**src/rtl/hbd_pkg.sv**
```systemverilog
// Purpose: Constants and types for the headset and button detect block.
// Assumes: 10 MHz system clock; register reached by its documented port.
// Notes: Times are in microseconds; cycle counts derive from them.
// Behaviour
// - Both detect interrupts are driven active high.
// - Headset insert or removal gives a 1.75 ms interrupt pulse.
// - Two-bit headset debounce: 16, 32, 64, 128 ms with 2-16 ms ticks.
// - Headset flag stays set while the headset stays connected.
// - Button interrupt lasts while held plus the release debounce and one tick.
// - Button interrupt rises one debounce duration plus 0.5 ms after press.
// - Two-bit button debounce: none, 8, 16, 32 ms with 1-4 ms ticks.
// - Button flag sets with the button interrupt, 0.5 ms after a debounced press.
// - Button flag clears only on a read made after release.
// - Headset detection works only while its enable bit is set.
// - Two bits route the headset interrupt to output a, b, or both.
// - Headset status bit updates on insertion or removal.
// - Button status bit updates on a detected press.
package hbd_pkg;
    localparam int unsigned CLK_HZ = 10_000_000;
    localparam int unsigned MS_US = 1000;
    localparam int unsigned HS_PULSE_US = 1750;
    localparam int unsigned BTN_DELAY_US = 500;
    localparam int unsigned CYC_PER_MS = CLK_HZ / 1000;
    localparam int unsigned HS_PULSE_CYC = HS_PULSE_US * (CLK_HZ / 1000) / MS_US;
    localparam int unsigned BTN_DELAY_CYC = BTN_DELAY_US * (CLK_HZ / 1000) / MS_US;
    localparam int unsigned TICKS_PER_DEB = 8;
    localparam logic [7:0] REG_ADDR = 8'h22;
    localparam int unsigned BIT_HS_EN = 15;
    localparam int unsigned BIT_HS_STAT = 12;
    localparam int unsigned BIT_BTN_STAT = 11;
    localparam int unsigned BIT_HS_DEB_HI = 10;
    localparam int unsigned BIT_HS_DEB_LO = 9;
    localparam int unsigned BIT_ROUTE_B = 4;
    localparam int unsigned BIT_ROUTE_A = 3;
    localparam int unsigned BIT_BTN_DEB_HI = 1;
    localparam int unsigned BIT_BTN_DEB_LO = 0;
    localparam logic [15:0] REG_RESET = 16'h0000;
    localparam logic [15:0] WR_MASK = 16'h861B;

    typedef struct packed {
        logic hs_en;
        logic [1:0] hs_deb;
        logic route_b;
        logic route_a;
        logic [1:0] btn_deb;
    } hbd_ctrl_s;
endpackage : hbd_pkg

```
**src/rtl/hbd_detect.sv**
```systemverilog
// Purpose: Headset insertion and button press debounce with interrupts.
// Assumes: Jack sense pins are asynchronous and pass two flip-flops.
// Notes: Button interrupt rides output a; headset routing selects a/b.
`timescale 1ns/100ps
module hbd_detect (
    input wire logic sys_clk_in,
    input wire logic rst_n_in,
    input wire logic headset_sense_in,
    input wire logic button_sense_in,
    input wire logic reg_wr_in,
    input wire logic reg_rd_in,
    input wire logic [7:0] reg_addr_in,
    input wire logic [15:0] reg_wdata_in,
    output logic [15:0] reg_rdata_out,
    output logic event_output_a_out,
    output logic event_output_b_out
);
    logic hs_s1, hs_s2, bt_s1, bt_s2;
    logic [15:0] rise;
    hbd_pkg::hbd_ctrl_s ctrl, next_ctrl;
    logic hs_stat, next_hs_stat, bt_stat, next_bt_stat;
    logic bt_flag, next_bt_flag;
    logic [3:0] hs_cnt, next_hs_cnt, bt_cnt, next_bt_cnt;
    logic [15:0] hs_pulse, next_hs_pulse;
    logic [15:0] bt_dly, next_bt_dly;
    logic bt_irq, next_bt_irq;
    logic hs_tick, bt_tick, sel;
    logic [15:0] rd_val, next_rd;

    // Tick index into the millisecond divider chain.
    function automatic logic pick(input logic [15:0] r, input int unsigned i);
        return r[i];
    endfunction : pick

    always_ff @(posedge sys_clk_in) begin
        if (!rst_n_in) begin
            {hs_s1, hs_s2, bt_s1, bt_s2} <= 4'h0;
        end else begin
            hs_s1 <= headset_sense_in;
            hs_s2 <= hs_s1;
            bt_s1 <= button_sense_in;
            bt_s2 <= bt_s1;
        end
    end

    // single base divider
    // The lower part counts cycles per millisecond; upper bits give ticks.
    logic [13:0] ms_cnt, next_ms_cnt;
    logic [4:0] ms_div, next_ms_div;
    always_comb begin
        next_ms_cnt = ms_cnt + 14'h0001;
        next_ms_div = ms_div;
        if (ms_cnt == 14'(hbd_pkg::CYC_PER_MS - 1)) begin
            next_ms_cnt = 14'h0000;
            next_ms_div = ms_div + 5'h01;
        end
    end
    always_ff @(posedge sys_clk_in) begin
        if (!rst_n_in) begin
            ms_cnt <= 14'h0000;
            ms_div <= 5'h00;
        end else begin
            ms_cnt <= next_ms_cnt;
            ms_div <= next_ms_div;
        end
    end
    // Bit i rising: 1 ms tick at i=0 (counting from wrap of ms_cnt).
    always_comb begin
        rise = 16'h0000;
        rise[0] = (ms_cnt == 14'(hbd_pkg::CYC_PER_MS - 1));
        for (int i = 1; i < 5; i++) begin
            // Chaining keeps every select one bit wide inside the loop.
            rise[i] = rise[i-1] && ms_div[i-1];
        end
    end

    assign hs_tick = pick(rise, 32'(ctrl.hs_deb) + 1);
    assign bt_tick = (ctrl.btn_deb == 2'h0) ? 1'b1 :
                     pick(rise, 32'(ctrl.btn_deb) - 1);
    assign sel = (reg_addr_in == hbd_pkg::REG_ADDR);

    always_comb begin
        next_ctrl = ctrl;
        next_hs_stat = hs_stat;
        next_hs_cnt = hs_cnt;
        next_hs_pulse = (hs_pulse != 16'h0000) ? hs_pulse - 16'h0001 : hs_pulse;
        next_bt_stat = bt_stat;
        next_bt_cnt = bt_cnt;
        next_bt_flag = bt_flag;
        next_bt_dly = (bt_dly > 16'h0001) ? bt_dly - 16'h0001 : 16'h0000;
        next_bt_irq = bt_irq;
        if (reg_wr_in && sel) begin
            next_ctrl.hs_en = reg_wdata_in[hbd_pkg::BIT_HS_EN];
            next_ctrl.hs_deb = reg_wdata_in[hbd_pkg::BIT_HS_DEB_HI:
                                            hbd_pkg::BIT_HS_DEB_LO];
            next_ctrl.route_b = reg_wdata_in[hbd_pkg::BIT_ROUTE_B];
            next_ctrl.route_a = reg_wdata_in[hbd_pkg::BIT_ROUTE_A];
            next_ctrl.btn_deb = reg_wdata_in[hbd_pkg::BIT_BTN_DEB_HI:
                                             hbd_pkg::BIT_BTN_DEB_LO];
        end
        if (!ctrl.hs_en) begin
            next_hs_cnt = 4'h0;
            next_hs_stat = 1'b0;
            next_hs_pulse = 16'h0000;
        end else if (hs_s2 == hs_stat) begin
            next_hs_cnt = 4'h0;
        end else if (hs_tick) begin
            if (hs_cnt == 4'(hbd_pkg::TICKS_PER_DEB - 1)) begin
                next_hs_stat = hs_s2;
                next_hs_cnt = 4'h0;
                next_hs_pulse = 16'(hbd_pkg::HS_PULSE_CYC);
            end else begin
                next_hs_cnt = hs_cnt + 4'h1;
            end
        end
        if (bt_s2 == bt_stat) begin
            next_bt_cnt = 4'h0;
        end else if (bt_tick) begin
            if (ctrl.btn_deb == 2'h0 ||
                bt_cnt == 4'(hbd_pkg::TICKS_PER_DEB - 1)) begin
                next_bt_stat = bt_s2;
                next_bt_cnt = 4'h0;
                if (bt_s2) begin
                    next_bt_dly = 16'(hbd_pkg::BTN_DELAY_CYC);
                end
            end else begin
                next_bt_cnt = bt_cnt + 4'h1;
            end
        end
        if (reg_rd_in && sel && !bt_stat) begin
            next_bt_flag = 1'b0;
        end
        if (bt_dly == 16'h0001) begin
            next_bt_flag = 1'b1;
            next_bt_irq = 1'b1;
        end
        // low after release debounce plus a tick
        if (bt_irq && !bt_stat && bt_tick && bt_dly == 16'h0000) begin
            next_bt_irq = 1'b0;
        end
        next_rd = 16'h0000;
        next_rd[hbd_pkg::BIT_HS_EN] = ctrl.hs_en;
        next_rd[hbd_pkg::BIT_HS_STAT] = hs_stat;
        next_rd[hbd_pkg::BIT_BTN_STAT] = bt_flag;
        next_rd[hbd_pkg::BIT_HS_DEB_HI:hbd_pkg::BIT_HS_DEB_LO] = ctrl.hs_deb;
        next_rd[hbd_pkg::BIT_ROUTE_B] = ctrl.route_b;
        next_rd[hbd_pkg::BIT_ROUTE_A] = ctrl.route_a;
        next_rd[hbd_pkg::BIT_BTN_DEB_HI:hbd_pkg::BIT_BTN_DEB_LO] = ctrl.btn_deb;
    end

    always_ff @(posedge sys_clk_in) begin
        if (!rst_n_in) begin
            ctrl <= '0;
            hs_stat <= 1'b0;
            hs_cnt <= 4'h0;
            hs_pulse <= 16'h0000;
            bt_stat <= 1'b0;
            bt_cnt <= 4'h0;
            bt_flag <= 1'b0;
            bt_dly <= 16'h0000;
            bt_irq <= 1'b0;
            rd_val <= hbd_pkg::REG_RESET;
            event_output_a_out <= 1'b0;
            event_output_b_out <= 1'b0;
        end else begin
            ctrl <= next_ctrl;
            hs_stat <= next_hs_stat;
            hs_cnt <= next_hs_cnt;
            hs_pulse <= next_hs_pulse;
            bt_stat <= next_bt_stat;
            bt_cnt <= next_bt_cnt;
            bt_flag <= next_bt_flag;
            bt_dly <= next_bt_dly;
            bt_irq <= next_bt_irq;
            rd_val <= next_rd;
            event_output_a_out <= (ctrl.route_a && hs_pulse != 16'h0000)
                                  || bt_irq;
            event_output_b_out <= ctrl.route_b && hs_pulse != 16'h0000;
        end
    end
    assign reg_rdata_out = rd_val;

    hs_pulse_len_a: assert property (@(posedge sys_clk_in)
        disable iff (!rst_n_in)
        $rose(hs_pulse != 16'h0000) |-> (hs_pulse != 16'h0000) [*8])
        else $error("headset pulse too short");
    hs_enable_gate_a: assert property (@(posedge sys_clk_in)
        disable iff (!rst_n_in)
        !ctrl.hs_en |=> hs_pulse == 16'h0000)
        else $error("headset event while disabled");
    bt_flag_hold_a: assert property (@(posedge sys_clk_in)
        disable iff (!rst_n_in)
        bt_flag && bt_stat |=> bt_flag)
        else $error("button flag cleared while held");
    bt_flag_set_a: assert property (@(posedge sys_clk_in)
        disable iff (!rst_n_in)
        bt_dly == 16'h0001 |=> bt_flag && bt_irq)
        else $error("button flag not set");
    route_b_a: assert property (@(posedge sys_clk_in)
        disable iff (!rst_n_in)
        !ctrl.route_b |=> !event_output_b_out)
        else $error("output b driven without route");
    hs_stable_a: assert property (@(posedge sys_clk_in)
        disable iff (!rst_n_in)
        $changed(hs_stat) && $past(ctrl.hs_en) |-> $past(hs_cnt) ==
        4'(hbd_pkg::TICKS_PER_DEB - 1))
        else $error("headset accepted early");
    bt_irq_held_a: assert property (@(posedge sys_clk_in)
        disable iff (!rst_n_in)
        bt_irq && bt_stat |=> bt_irq)
        else $error("button irq dropped while held");
    hs_stat_track_a: assert property (@(posedge sys_clk_in)
        disable iff (!rst_n_in)
        $rose(hs_stat) |-> hs_pulse == 16'(hbd_pkg::HS_PULSE_CYC))
        else $error("status change without pulse");
    hs_insert_c: cover property (@(posedge sys_clk_in) $rose(hs_stat));
    hs_remove_c: cover property (@(posedge sys_clk_in) $fell(hs_stat));
    bt_press_c: cover property (@(posedge sys_clk_in) $rose(bt_irq));
    bt_clear_c: cover property (@(posedge sys_clk_in) $fell(bt_flag));
endmodule : hbd_detect

```
**config.mk**
```make
export PLATFORM = sky130hd
export DESIGN_NAME = hbd_detect
export DESIGN_NICKNAME = d
export VERILOG_FILES = /design/src/rtl/hbd_pkg.sv /design/src/rtl/hbd_detect.sv
export SDC_FILE = /design/constraint.sdc
export NUM_CORES = 1
export LEC_CHECK = 0
export ABC_AREA = 1
export BUFFER_PORTS_ARGS = -buffer_cell sky130_fd_sc_hd__buf_2
export CAP_MARGIN = 40
export CORE_MARGIN = 2
export CORE_UTILIZATION = 25
export CTS_CLUSTER_SIZE = 12
export DETAILED_ROUTE_END_ITERATION = 6
export GPL_ROUTABILITY_DRIVEN = 0
export PLACE_DENSITY_LB_ADDON = 0.12
export SLEW_MARGIN = 20
export SYNTH_ARGS = -nofsm -noshare
export SYNTH_HDL_FRONTEND = slang
export SYNTH_SLANG_ARGS = --single-unit
```
**constraint.sdc**
```tcl
create_clock -name sys_clk_in -period 4 [get_ports sys_clk_in]
set_input_delay 0.2 -clock sys_clk_in [delete_from_list [all_inputs] [get_ports sys_clk_in]]
set_output_delay 0.2 -clock sys_clk_in [all_outputs]
set_load 0.03 [all_outputs]
```
After elaboration in Yosys (flattened, before gate mapping)
Index checks and enable logic that the tools add are counted.

Bits in registers: 92. Input port bits: 30. Output and inout bits: 18. Word-level logic and storage cells: 89.

$add $sub $neg: 8. Magnitude comparators: 3. Equality and inequality tests: 7. Muxes and demuxes: 18. Bitwise operators: 4. Reductions and logical operators: 26.

Operators with widths (count): $mux W16 (9); $lt A32 B5 Y1 const B (1); $sub A16 B1 Y16 const B (2); $eq A16 B1 Y1 const B (1); $gt A16 B1 Y1 const B (1); $logic_not A16 Y1 (1); $reduce_bool A16 Y1 (1); $add A14 B1 Y14 const B (1); $eq A14 B14 Y1 const B (1); $logic_and A1 B1 Y1 (12); $add A4 B1 Y4 const B (2); $bmux W1 S4 (2); $eq A4 B3 Y1 const B (2); $eq A8 B6 Y1 const B (1); $mux W4 (2); $reduce_and A3 Y1 (2); $reduce_or A2 Y1 (3); $add A5 B1 Y5 const B (1); $lt A3 B5 Y1 const B (1); $mux W1 (5); $not A1 Y1 (4); $add A2 B1 Y3 const B (1); $reduce_or A3 Y1 (1); $sub A2 B1 Y3 const B (1); 6 further kinds (8).

Depth between registers and ports, before layout
Gate-level depths: netlist (run 1).

Word-level depth: 11. Mapped depth: 13. Depth with buffers taken out: 13.

Worst setup path before layout (run 1)
No wires, ideal clock.

Path kind: reg2reg. From: reg ms_cnt[0]. To: reg bt_dly[10]. Setup time: 0.116 ns. Arrival time: 1.611 ns. Required time: 3.884 ns. Slack: 2.273 ns. Cell stages (with the launch flop): 14. Buffers on the path: 1. Period minus slack after synthesis: 1.727 ns. Cell sequence: dfxtp_1 -> ha_1 -> nand2_1 -> nor2_1 -> nand2_1 -> nor2_2 -> nand2_1 -> a21oi_2 -> nand2_2 -> nand2_4 -> nand4_2 -> nand2_1 -> buf_6 -> nor2_1.

Word-level cells in the longest chain between the ends: 10.

RTL lines: start, declared (RTL line hbd_detect.sv:48) `logic [13:0] ms_cnt, next_ms_cnt;`; start signal, assigned (RTL line hbd_detect.sv:63) `ms_cnt <= next_ms_cnt;`; $eq A14 B14 Y1 * (RTL line hbd_detect.sv:70) `rise[0] = (ms_cnt == 14'(hbd_pkg::CYC_PER_MS - 1));`; $logic_and A1 B1 Y1 (4 in a row) (RTL line hbd_detect.sv:73) `rise[i] = rise[i-1] && ms_div[i-1];`; $bmux W1 S4 * (RTL line hbd_detect.sv:32) `return r[i];`; $mux W1 (implied by the code) * (RTL line hbd_detect.sv:32); $mux W1 * (RTL line hbd_detect.sv:78) `assign bt_tick = (ctrl.btn_deb == 2'h0) ? 1'b1 :`; $mux W16 * (RTL line hbd_detect.sv:118) `end else if (bt_tick) begin`; $mux W16 * (RTL line hbd_detect.sv:116) `if (bt_s2 == bt_stat) begin`; end signal, assigned (RTL line hbd_detect.sv:173) `bt_dly <= next_bt_dly;`; end, declared (RTL line hbd_detect.sv:25) `logic [15:0] bt_dly, next_bt_dly;`.

Every way passes the cells marked *; elsewhere a longest branch is shown, timed or not. The select of a mux whose other input is x is not followed. A chain may end at the register's enable or synchronous reset.

Worst setup path after layout (run 1)
From: reg ms_cnt[0]. To: reg bt_dly[11].

The elaborated chain is that of the path after synthesis.

==> results of run 1 <==
power breakdown:
group / switching, uW / internal [uW]
Clock: 349 / 440
Sequential: 45.3 / 895
Combinational: 217 / 144
Total: 612 / 1480
kinds of logic (layout without fill, tap and decap cells):
group	Yosys count	after routing
fa+ha+maj	12	12
compound gates	58	58
buf+inv	84	118
xor+xnor	27	27
other cells	1	7
simple gates	271	271
flops	84	84
state kept, by name, summed over array words and instances, names as in the netlist:
signal and cells:
bt_dly 16, hs_pulse 16, ms_cnt 14, reg_rdata_out 9
ctrl 7, bt_cnt 4, hs_cnt 4, ms_div 4
bt_flag 1, bt_irq 1, bt_s1 1, bt_s2 1
bt_stat 1, event_output_a_out 1, event_output_b_out 1, hs_s1 1
hs_s2 1, hs_stat 1
placed cells by master (no fill, tap or decap), drive strengths merged:
cell      instances
buf              31
nand4            11
a21boi            1
clkbuf           11
inv              73
or2               3
clkinv            2
o211ai            1
nor2             88
xor2             18
nor4              8
a211oi            3
nor3             14
nand2           107
clkinvlp          1
nand3b            1
nand3            34
nor3b             4
and3              1
dfxtp            84
a31oi             2
xnor2             9
o21ai            12
ha               12
a21oi            36
conb              7
o21bai            3
worst min-delay path by stage:
stage,from,end,slack [ns],depth (start not counted)
3_3_place_gp,button_sense_in,bt_s1$_SDFF_PN0_,0.39,3
5_1_grt,button_sense_in,bt_s1$_SDFF_PN0_,0.06,3
6_report,headset_sense_in,hs_s1$_SDFF_PN0_,0.05,3
4_1_cts,button_sense_in,bt_s1$_SDFF_PN0_,0.03,3
3_5_place_dp,button_sense_in,bt_s1$_SDFF_PN0_,0.40,3
2_1_floorplan,button_sense_in,bt_s1$_SDFF_PN0_,0.30,2
stage by stage:
step	std cells	total power [uW]
floorplan	543	1250
global placement	772	1330
detailed placement	772	1330
CTS	788	2140
global route	788	2230
finish	788	2090
final cells by class:
cell class,count,area (um^2)
inverter,71,267
clock buffer,11,243
multi-input combinational,375,1950
fill,1658,10700
sequential,84,1680
clock inverter,5,35.0
timing repair buffer,31,155
tap,211,264
worst max-delay path, stage by stage, from the launching register on:
cell	delay, ns
dfxtp_1	0.38
ha_1	0.22
nand2_1	0.08
nor2_1	0.15
nand2_1	0.08
nor2_2	0.15
nand2_1	0.09
a21oi_2	0.14
nand2_2	0.11
nand2_4	0.12
nand4_2	0.10
nand2_1	0.32
nor2_1	0.07
metal layers:
metal | share of wire (%) | wire length (um)
met3 | 4.1 | 344
met4 | 1.5 | 123
met5 | 0 | 0
met2 | 45 | 3760
met1 | 49 | 4140
==> results by group, run 1 <==
Detailed routing
  – DRT Wirelength: 8370 um
  – Vias: 3311
  – DR iter-0 viols: 139
  – Wire per inst: 10.6 um
  – DRC: 0
  – Vias per Instance: 4.20
  – Final ANT Viol Nets: 0
  – First-pass detailed-route iteration total: 4

Layout
  – Final core utilization: 30.0%
  – Post-route cell area: 4590 um^2
  – Layout cells sized above 1: 10.7%
  – Area Overhead vs Synth: 16.1%
  – Fin nets: 614
  – Ant. Diodes: 0

GRT
  – Total gr overflow: 0
  – Met2 GRT Util: 17.0%
  – Met3 Usage GRT: 3.69%
  – Vias in the first global route: 3106
  – Global-route wire length before repair: 14400 um
  – Initial antenna violation count: 0
  – Pin count of the biggest net entering global routing: 22
  – Tot GR Track Use: 10.9%
  – Gr busiest metal: met2
  – GRT met1 Usage: 13.7%

Logic synthesis
  – Post-Synth Simple-Gate Area: 30.7%
  – Post-Synthesis Cell Area: 3960 um^2
  – Number of enable flip-flop cells after synthesis: 0
  – #FFs+latches synth: 84
  – Ys Warns: 0
  – Top cells by area, synth: dfxtp_1 43%, nand2_1 9.8%, nor2_1 8.1%
  – Synth area leader: dfxtp_1
  – Synth top area share: 42.5%
  – Sequential-to-total area share from yosys stat: 42.5%
  – Most common library cells after synthesis: 103 x nand2_1, 85 x nor2_1, 84 x dfxtp_1
  – Largest family of logic cells by synthesized area: simple AND/OR/NAND/NOR gates
  – Top_reg_cell synth: dfxtp_1
  – Cell count after synthesis: 537
  – Synth Area in Compound Gates: 8.00%
  – Post-synthesis async set-or-reset flop share: 0%
  – Avg Inst Size Synth: 7.37 um^2
  – Post-synthesis mux area share: 0%
  – Synth Area in Adders: 3.80%
  – Most frequent cell after synthesis: nand2_1
  – Post-Synth XOR/XNOR Area: 5.98%
  – Yosys cell types: 37

Floorplanning
  – Chip height: 130 um
  – Die Wd: 130 um
  – Core area: 15300 um^2
  – Die ar.: 16800 um^2
  – Starting Density: 25.8%
  – IO Count: 48
  – Num rows: 45

Setup path
  – Crit Reg-Reg Startpoint: ms_cnt[0]$_SDFF_PP0_
  – Reg2reg end: bt_dly[11]$_SDFF_PN0_
  – Critical Path Sink Type: flip-flop
  – Critical Path Start: ms_cnt[0]$_SDFF_PP0_
  – R2R depth: 12
  – Reg-to-reg slack, setup: 1.87 ns
  – Crit Path Max Fanout: 11
  – CP Launch Type: flip-flop
  – Crit Path Category: flip-flop to flip-flop
  – Data arrival, critical path: 2.35 ns
  – Worst Setup EP: bt_dly[11]$_SDFF_PN0_
  – Worst EP required: 4.22 ns

Pwr
  – Max VDD drop: 0.209 mV
  – PwrDens: 456 nW/um^2
  – Leakage power total: 0.00204 uW

Place
  – Placement Cell Area: 4310 um^2
  – Final HPWL DP: 6200 um
  – Port Buf Inserts: 31
  – DP Worst Slack: 1.83 ns

Clock network
  – Clock sinks: 84
  – CTS tree: yes
  – Setup Fix Bufs, Post-CTS: 0
  – Clk buf depth: 2
  – # hold bufs at CTS: 0
  – Clk slew on worst S/H paths: 0.06 ns
  – Worst-Skew Late Latency: 0.34 ns
  – H-tree Lvls: 3
  – Post-CTS Resized: 0
  – Root buffer cell: clkbuf_16
  – CTS buffer count: 9

Timing
  – Max-slew headroom: 62.8%
  – Slew Limit Fails: 0
  – Slew at the pin closest to its max-slew limit: 0.557 ns
  – Setup TNS: 0 ns
  – Tcrit/Tclk final: 53.3%
  – Final hold vios: 0
  – Fin crit period: 2.13 ns
  – Unrepaired setup endpoints after global routing: no
  – Fmax: 469 MHz
  – Clock skew: 0.00752 ns
  – Final setup viols: 0
  – Slack of the critical path: 1.87 ns
  – Worst hold margin: 0.0454 ns

Job
  – Max Cap Viol: 0

Hold path
  – Hold Path Class: primary input to flip-flop

Outcome
  – Run status: finished clean
Note: power is estimated with default switching activity, not from simulation.
==> run 2: changes to the inputs <==
clock period = 2.2 ns   (was 4 ns; I/O delays follow)
==> results by group, run 2 (synthesized netlist as in run 1, its figures left out) <==
Layout
  – Ant. Diodes: 0
  – Layout cells sized above 1: 11.7%
  – Register area: 1680 um^2
  – Fill count: 1668
  – Fin nets: 620
  – Final core utilization: 30.6%
  – Most frequent cells in the layout: 102 x nand2_1, 84 x nor2_1, 84 x dfxtp_1
  – Commonest non-fill, non-tap cell in the layout: nand2_1
  – Largest regs: bt_dly x16, hs_pulse x16, ms_cnt x14
  – Area of the multi-input gates: 1970 um^2
  – Area Overhead vs Synth: 18.5%

Floorplanning
  – Num rows: 45
  – Core area: 15300 um^2
  – Die ar.: 16800 um^2
  – IO Count: 48
  – Chip height: 130 um
  – Starting Density: 25.8%
  – Die Wd: 130 um

Clock network
  – Root buffer cell: clkbuf_16
  – H-tree Lvls: 3
  – Worst-Skew Late Latency: 0.34 ns
  – CTS buffer count: 9
  – CTS tree: yes
  – Clk slew on worst S/H paths: 0.06 ns
  – Clock sinks: 84
  – Clk buf depth: 2

Setup path
  – Critical Path Sink Type: flip-flop
  – Crit Path Category: flip-flop to flip-flop
  – Data arrival, critical path: 2.20 ns
  – CP Launch Type: flip-flop
  – Worst EP required: 2.43 ns
  – R2R depth: 13
  – Crit Path Max Fanout: 11

Detailed routing
  – Wire per inst: 10.8 um
  – DRT Wirelength: 8590 um
  – DR iter-0 viols: 167
  – Vias: 3334
  – Final ANT Viol Nets: 0
  – First-pass detailed-route iteration total: 4
  – Vias per Instance: 4.20
  – DRC: 0

Pwr
  – P_sw: 1100 uW
  – Final Power: 3940 uW
  – Sw frac: 27.8%
  – Clk pwr share: 39.3%
  – Max VDD drop: 0.338 mV
  – Sequential Power Share: 43.5%
  – Combinational share of power: 17.2%
  – Internal Power: 2840 uW
  – Leakage power total: 0.00207 uW
  – PwrDens: 840 nW/um^2

GRT
  – Initial antenna violation count: 0
  – Pin count of the biggest net entering global routing: 14
  – Global-route wire length before repair: 14900 um
  – Total gr overflow: 0
  – Vias in the first global route: 3215
  – Tot GR Track Use: 11.0%

Outcome
  – Run status: finished clean

Timing
  – Slew at the pin closest to its max-slew limit: 0.558 ns
  – Fmax: 508 MHz
  – Max-slew headroom: 62.7%
  – Final hold vios: 0
  – Final setup viols: 0
  – Clock skew: 0.00849 ns
  – Tcrit/Tclk final: 89.5%
  – Slew Limit Fails: 0
  – Fin crit period: 1.97 ns

Job
  – Max Cap Viol: 0

Hold path
  – Hold path cells: 3
  – Hold Path Class: primary input to flip-flop

Place
  – Final HPWL DP: 6400 um
  – Port Buf Inserts: 31
-- run 2: critical path, cell delays in order (launching register included) --
cell	delay (ns)
dfxtp_1	0.38
ha_2	0.21
nand2_1	0.08
nor2_2	0.11
nand2_1	0.10
nor2_4	0.12
nand2_1	0.08
a21oi_2	0.13
nand2_2	0.12
nand2_4	0.12
nand4_2	0.10
nand2_1	0.08
buf_4	0.17
nor2_1	0.05
-- run 2: stage by stage --
stage	setup TNS, ns	setup WS [ns]	hold WS, ns	instances	cell area, um^2
finish	0	0.232	0.0179	793	4690
global route	-0.00968	-0.00663	0.00575	793	4690
CTS	0	0.121	0.00520	793	4670
detailed placement	0	0.146	0.304	776	4340
global placement	0	0.193	0.297	776	4340
floorplan	0	0.473	0.208	543	3980
-- run 2: what timing repair did --
action / in CTS / in global routing
resized for setup: 0 / 5
setup buffers: 0 / 0
setup endpoints to repair: 0 / 30
hold buffers: 2 / 0
endpoints found under the hold margin: 2 / 0
-- run 2: final timing paths --
| check | slack (ns) | endpoint | startpoint |
|---|---|---|---|
| hold / removal | 0.02 | ctrl[3]$_SDFFE_PN0P_ | reg_wdata_in[4] |
| hold reg to reg | 0.42 | bt_s2$_SDFF_PN0_ | bt_s1$_SDFF_PN0_ |
| setup / recovery | 0.23 | bt_dly[14]$_SDFF_PN0_ | ms_cnt[0]$_SDFF_PP0_ |
| setup reg to reg | 0.23 | bt_dly[14]$_SDFF_PN0_ | ms_cnt[0]$_SDFF_PP0_ |
-- run 2: power groups by stage --
stage / clock network [uW] / registers [uW] / logic [uW]
after global placement: 0 / 1740 / 680
after floorplan: 0 / 1730 / 546
final: 1550 / 1710 / 678
after CTS: 1620 / 1710 / 692
after global routing: 1670 / 1720 / 785
after detailed placement: 0 / 1740 / 685
-- run 2: layout make-up --
type,count,share of cell area (%)
sequential,84,35.9
inverter,71,5.69
multi-input combinational,375,42.0
tap,211,5.63
clock buffer,12,5.47
clock inverter,3,0.988
timing repair buffer,37,4.38
-- run 2: routing by layer --
layer | wire [um] | track usage, % | up-vias
li1 | - | - | 1783
met1 | 4300 | 14.2 | 1494
met2 | 3810 | 17.4 | 47
met3 | 353 | 3.57 | 10
met4 | 128 | 3.98 | 0
met5 | 0 | 0 | -
==> run 3: changes to the inputs <==
--- a/config.mk
+++ b/config.mk
@@ -12,3 +12,4 @@
 export CORE_UTILIZATION = 25
-export CTS_CLUSTER_SIZE = 12
+export CTS_BUF_LIST = sky130_fd_sc_hd__clkbuf_4
+export CTS_CLUSTER_SIZE = 30
 export DETAILED_ROUTE_END_ITERATION = 6
==> constraint.sdc (replaced) <==
create_clock -name sys_clk_in -period 2.2 [get_ports sys_clk_in]
set_input_delay 0.22 -clock sys_clk_in [delete_from_list [all_inputs] [get_ports sys_clk_in]]
set_output_delay 0.22 -clock sys_clk_in [all_outputs]
set_load 0.03 [all_outputs]
==> results by group, run 3 (synthesized netlist as in run 1, its figures left out) <==
Pwr
  – Max VDD drop: 0.349 mV
  – Combinational share of power: 21.3%
  – P_sw: 1080 uW
  – Final Power: 3220 uW
  – Internal Power: 2140 uW
  – Sw frac: 33.4%
  – Sequential Power Share: 53.2%
  – Clk pwr share: 25.5%
  – PwrDens: 706 nW/um^2
  – Leakage power total: 0.00202 uW

Timing
  – Slew at the pin closest to its max-slew limit: 0.582 ns
  – Clock skew: 0.0144 ns
  – Fmax: 507 MHz
  – Setup TNS: 0 ns
  – Slew Limit Fails: 0
  – Final setup viols: 0
  – Tcrit/Tclk final: 89.7%
  – Final hold vios: 0
  – Fin crit period: 1.97 ns
  – Max-slew headroom: 61.1%
  – Unrepaired setup endpoints after global routing: no

GRT
  – Global-route wire length before repair: 15000 um
  – Total gr overflow: 0
  – Pin count of the biggest net entering global routing: 16
  – Initial antenna violation count: 1
  – Vias in the first global route: 3140
  – Tot GR Track Use: 11.2%

Setup path
  – Data arrival, critical path: 2.34 ns
  – CP cell instances: ha_1 -> nand2_1 -> nor2_1 -> nand2_1 -> nor2_4 -> nand2_1 -> a21oi_2 -> nand2_2 -> nand2_4 -> nand4_2 -> nand2_1 -> buf_4 -> nor2_1
  – Critical path's top delay family: simple AND/OR/NAND/NOR gates
  – Worst EP required: 2.57 ns
  – Worst Path Buf+Inv: 1
  – Critical Path Max Stage Delay: 0.38 ns
  – Critical Path Most Common Cell: nand2_1
  – Crit Path Category: flip-flop to flip-flop
  – Critical-path top delay cell: dfxtp_1
  – Critical Path Sink Type: flip-flop
  – CP Launch Type: flip-flop
  – Crit Path Max Fanout: 11

Clock network
  – Worst-Skew Late Latency: 0.46 ns
  – CTS tree: yes
  – Clk slew on worst S/H paths: 0.14 ns
  – Clock sinks: 84
  – Setup Fix Bufs, Post-CTS: 0
  – Clk buf depth: 2
  – H-tree Lvls: 3
  – Root buffer cell: clkbuf_4
  – CTS buffer count: 9

Floorplanning
  – Chip height: 130 um
  – Starting Density: 25.8%
  – Num rows: 45
  – Core area: 15300 um^2
  – Die ar.: 16800 um^2
  – Die Wd: 130 um
  – IO Count: 48

Detailed routing
  – DRC: 0
  – Final ANT Viol Nets: 0
  – Vias per Instance: 4.20
  – Wire per inst: 10.8 um
  – DRT Wirelength: 8600 um
  – Vias: 3356
  – First-pass detailed-route iteration total: 4
  – DR iter-0 viols: 190

Layout
  – Final core utilization: 29.8%
  – Layout cells sized above 1: 11.7%
  – Largest regs: bt_dly x16, hs_pulse x16, ms_cnt x14
  – Fill count: 1722
  – Most frequent cells in the layout: 101 x nand2_1, 85 x nor2_1, 83 x dfxtp_1
  – Area Overhead vs Synth: 15.3%
  – Non-filler cells, final: 800
  – Fin nets: 625
  – Commonest non-fill, non-tap cell in the layout: nand2_1

Place
  – Final HPWL DP: 6390 um
  – Cell count after placement: 776
  – Port Buf Inserts: 31

Job
  – Max Cap Viol: 0

Hold path
  – Hold Path Class: primary input to flip-flop

Outcome
  – Run status: finished clean
run 3: path summary, 6_finish.rpt:
| path | start | to | slack, ns | cells after the start |
|---|---|---|---|---|
| hold / removal | reg_wdata_in[0] | ctrl[0]$_SDFFE_PN0P_ | 0.05 | 3 |
| setup / recovery | ms_cnt[1]$_SDFF_PP0_ | bt_dly[2]$_SDFF_PN0_ | 0.23 | 13 |
| hold reg to reg | bt_s1$_SDFF_PN0_ | bt_s2$_SDFF_PN0_ | 0.44 | 2 |
| setup reg to reg | ms_cnt[1]$_SDFF_PP0_ | bt_dly[2]$_SDFF_PN0_ | 0.23 | 13 |
run 3: worst register-to-register path, cell delays in order, from the launching register on:
cell,delay (ns)
dfxtp_1,0.38
ha_1,0.20
nand2_1,0.07
nor2_1,0.13
nand2_1,0.11
nor2_4,0.12
nand2_1,0.08
a21oi_2,0.13
nand2_2,0.12
nand2_4,0.13
nand4_2,0.10
nand2_1,0.08
buf_4,0.19
nor2_1,0.06
run 3: per-stage QoR:
| step | hold WS (ns) | worst slack [ns] | instance area, um^2 |
|---|---|---|---|
| floorplan | 0.318 | 0.473 | 3980 |
| global placement | 0.398 | 0.183 | 4340 |
| detailed placement | 0.412 | 0.131 | 4340 |
| CTS | 0.00296 | 0.116 | 4530 |
| global route | 0.0287 | 0.0243 | 4560 |
| finish | 0.0471 | 0.227 | 4560 |
run 3: repair_timing:
action | 4_1_cts | 5_1_grt
gates resized for setup | 0 | 6
hold endpoints to repair | 7 | 0
hold buffers | 7 | 0
setup endpoints to repair | 0 | 28
run 3: per-layer routing:
metal	part of all wire (%)	vias to the layer above	GRT usage, %
li1	-	1799	-
met1	51	1507	14.5
met2	44	39	17.6
met3	3.6	11	3.77
met4	1.4	0	3.61
met5	0	-	0
run 3: final cells by class:
type | count | area [um^2] | area share [%]
clock inverter | 7 | 50.0 | 1.10
clock buffer | 9 | 67.6 | 1.48
antenna | 1 | 2.50 | 0.0549
tap | 211 | 264 | 5.79
inverter | 71 | 267 | 5.84
multi-input combinational | 375 | 1970 | 43.2
sequential | 84 | 1680 | 36.9
timing repair buffer | 42 | 255 | 5.60
run 3: power by group through the flow:
stage / logic, uW / clock network (uW) / registers (uW)
after floorplan: 546 / 0 / 1730
final: 685 / 821 / 1710
after detailed placement: 680 / 0 / 1750
after global routing: 785 / 942 / 1730
after CTS: 695 / 900 / 1710
after global placement: 679 / 0 / 1740
